**src/hdl/setting_error_checker_defs.vh**
```
// constants for the setting error checker
`ifndef SETTING_ERROR_CHECKER_DEFS_VH
`define SETTING_ERROR_CHECKER_DEFS_VH

// register offsets
`define OFS_ERR_WORD   8'h00
`define OFS_ERR_RESET  8'h01
`define OFS_STATUS     8'h02
`define OFS_CONFIRM    8'h03
`define OFS_CONT_FLAG  8'h10
`define OFS_PRM_BASE   8'h20

// parameter entry indices
`define IDX_LIM_UU     3'h0
`define IDX_LIM_UL     3'h1
`define IDX_LIM_LU     3'h2
`define IDX_LIM_LL     3'h3
`define IDX_CYC_CTRL   3'h4
`define IDX_CYC_HEAT   3'h5
`define IDX_CYC_COOL   3'h6
`define IDX_SETPOINT   3'h7
`define NUM_LIMITS     8'h04

// defaults of the parameter entries
`define DEF_LIM_UU     16'h0514
`define DEF_LIM_UL     16'h04b0
`define DEF_LIM_LU     16'h0032
`define DEF_LIM_LL     16'h0000
`define DEF_CYC        16'h001e
`define DEF_SETPOINT   16'h0000

// error types and fields
`define ET_ORDER       4'h8
`define ET_DISC        4'he
`define ET_SWITCH      4'hf
`define ERR_TYPE_W     4
`define ERR_ADDR_W     12
`define DISC_SHIFT     4

// switch setting ranges
`define SW_MODE_MAX    4'h5
`define SW_UNIT_MAX    2'h1
`define SW_SAMP_MAX    2'h1

// status bits
`define ST_BIT_OPER    0
`define ST_BIT_PEND    1
`define ST_BIT_HALT    2

`endif

```
**src/hdl/limit_order_check.v**
```verilog
// alarm limit ordering check with lowest faulting entry
`timescale 1ns/1ps
`include "setting_error_checker_defs.vh"
module limit_order_check #(
    parameter DW = 16
) (
    // limits, high to low
    input  wire [DW-1:0] limUu,
    input  wire [DW-1:0] limUl,
    input  wire [DW-1:0] limLu,
    input  wire [DW-1:0] limLl,
    // result
    output wire          orderErr,
    output reg  [2:0]    faultIdx
);
    wire badA = limUu < limUl;
    wire badB = limUl < limLu;
    wire badC = limLu < limLl;

    assign orderErr = badA | badB | badC;

    // lowest entry of the first failing pair wins
    always @* begin
        if (badA)
            faultIdx = `IDX_LIM_UU;
        else if (badB)
            faultIdx = `IDX_LIM_UL;
        else
            faultIdx = `IDX_LIM_LU;
    end
endmodule

```
**config.mk**
```make
export PLATFORM = sky130hd
export DESIGN_NAME = limit_order_check
export DESIGN_NICKNAME = d
export VERILOG_FILES = /design/src/hdl/limit_order_check.v
export VERILOG_INCLUDE_DIRS = /design/src /design/src/hdl
export SDC_FILE = /design/constraint.sdc
export NUM_CORES = 1
export LEC_CHECK = 0
export BUFFER_PORTS_ARGS = -buffer_cell sky130_fd_sc_hd__buf_4
export CAP_MARGIN = 20
export CORE_MARGIN = 10
export CORE_UTILIZATION = 45
export DETAILED_ROUTE_END_ITERATION = 10
export PLACE_DENSITY = 0.82
export SYNTH_ARGS = -nofsm -noshare
export SYNTH_HDL_FRONTEND = slang
export SYNTH_SLANG_ARGS = --single-unit
```
**constraint.sdc**
```tcl
create_clock -name vclk -period 4.3
set_input_delay 1.29 -clock vclk [all_inputs]
set_output_delay 1.29 -clock vclk [all_outputs]
set_load 0.005 [all_outputs]
```
==> run metrics <==
Final Cell Area roughly 1700 µm²; routability cong. roughly 0.82; antenna viol nets, final 0; multiplexer share of the synthesized area 0%; power per cell area approximately 86 nW/µm²; GR peak layer met2; Hold Path Class in -> out; setup_tns 0 ps; critical path's largest stage delay ~350 ps; Worst Hold Path Cells 5; PnR worst setup slack between 150 and 200 ps; CP Class in -> out; via/cell ratio approximately 4.9; initial antenna violation count 0; WP data arrival approximately 2800 ps; FFs & Latches 0; leading area contributor after synthesis ha_1; Pins Over Slew Limit 0; total area of sequential cells 0 µm²; core box area 2500 µm²; post-cts hold buffer count 0; combinational family with the most area after synthesis adder cells; IO buf count 67; Fin. Hold Viols 0; Ports between 60 and 70; Synth Instances 161; placed cell area about 1700 µm²; Initial Util around 48%; worst hold margin around 3000 ps; sequential-to-total area share from yosys stat 0%; post-DP HPWL approximately 3200 µm; row cnt 18; Final nets 338; yosys warns 0; run status complete, no violations; Synth Area in Adders a little under half; Synth top area share between 40% and 50%; share of cells above drive strength 1 a little under a third; Tcrit/Tclk final 96.1%; Synth Net Count 270; crit path capture type output pin; count of cell types in the netlist 29; vias in the first global route between 1k and 1.5k; Final Setup Violations 0; chip height a little over 70 µm; ANT cells 0; CP max stage cell or3_1; die area a little over 5000 µm²; most frequent cell after synthesis inv_1; top post-synthesis cells by area ha_1, inv_1, a21oi_1, a211oi_1, a21o_1; total global-route track usage 11.4%; largest net degree at the start of global routing 4; DR iter-0 viols 50; total number of vias about 1.2k; worst-path cell chain buf_4, ha_1, a21oi_1, a211oi_1, or3_1, a211oi_1, or3_1, buf_4; Setup WS pre-CTS roughly 44 ps; max-cap viol count 0; Mapped Area 1190 µm²; grt met1 use 13.5%; VDD IR-drop max ~0.055 mV; Area Growth Syn to Fin 45.2%; critical-path maximum fanout 3; global route overflow 0; WP data required roughly 3000 ps; Post-synth top cells inv_1, ha_1, a21oi_1, o21ai_0; syn_area_per_cell approximately 7.4 µm²; met2 Use GR 21.0%; Max Freq 242 MHz; drt first pass iters 4; xor and xnor area share after synthesis 0%; Post-Synth Simple-Gate Area 15.7%; kind of start point of the critical path input port; WL/cell 12.6 µm; crit path time final 4130 ps; Detailed Route WL roughly 3200 µm; DRC errors left 0; unrepaired setup endpoints after global routing no; clkbuf count 0; cell leakage power around 0.0011 µW; DIE WIDTH around 70 µm; met3 Use GR under 10%; Compound-Gate Fraction of Synth Area a little over a fifth; first-pass GRT wire length ~5000 µm
-- placed cells by master (no fill, tap or decap), drive strengths merged --
master / count
buf: 67
inv: 48
ha: 45
a21oi: 12
o21ai: 8
nor2: 5
a21o: 5
a211oi: 5
nand4: 4
nor3: 3
and4: 3
nand2: 3
and3: 2
o211ai: 2
or3: 2
nor4: 2
nor4b: 1
nand3: 1
o32ai: 1
nand2b: 1
a2111oi: 1
o31ai: 1
nor2b: 1
nor3b: 1
a41oi: 1
o31a: 1
conb: 1
-- critical path, delay by kind of cell --
kind,cells,cell delay [ps]
AO/OA/AOI/OAI,3,510
AND/OR/NAND/NOR,2,510
buffers and inverters,2,210
adder cells (fa/ha/maj),1,320
-- layer usage --
metal	wire length (µm)	vias up
li1	-	695
met1	1370	523
met2	1650	29
met3	226	0
met4	0	0
met5	0	-
-- timing repair --
| item | 4_1_cts | 5_1_grt |
|---|---|---|
| buffers inserted | 0 | 0 |
| gates resized for setup | 0 | 1 |
| endpoints found under the setup margin | 0 | 1 |
-- worst paths after layout --
path                       from           to  slack (ps)
worst max-delay path  limUu[10]     orderErr         170
worst min-delay path  limUl[15]  faultIdx[1]        3080
-- logic make-up after synthesis --
| group | Yosys count |
|---|---|
| adders and majority gates | 45 |
| buffers and inverters | 49 |
| other | 1 |
| AOI/OAI and AO/OA | 37 |
| and+or+nand+nor | 29 |
-- through the flow --
stage | utilization (%) | power [µW] | std cells
finish | 69.3 | 149 | 257
global route | 69.3 | 174 | 257
CTS | 69.1 | 150 | 257
detailed placement | 69.1 | 150 | 257
global placement | 69.1 | 147 | 257
floorplan | - | 78.6 | 161
-- power breakdown --
| group | internal (µW) | switching [µW] |
|---|---|---|
| sequential | 0 | 0 |
| combinational | 84.8 | 64.5 |
| clock | 0 | 0 |
| total | 84.8 | 64.5 |
-- layout make-up --
class / instances / area (µm²)
inverter: 48 / 180
tap: 30 / 37.5
fill: 224 / 767
multi-input combinational: 112 / 1010
timing repair buffer: 67 / 503
Power figures use the tool's default switching activity.
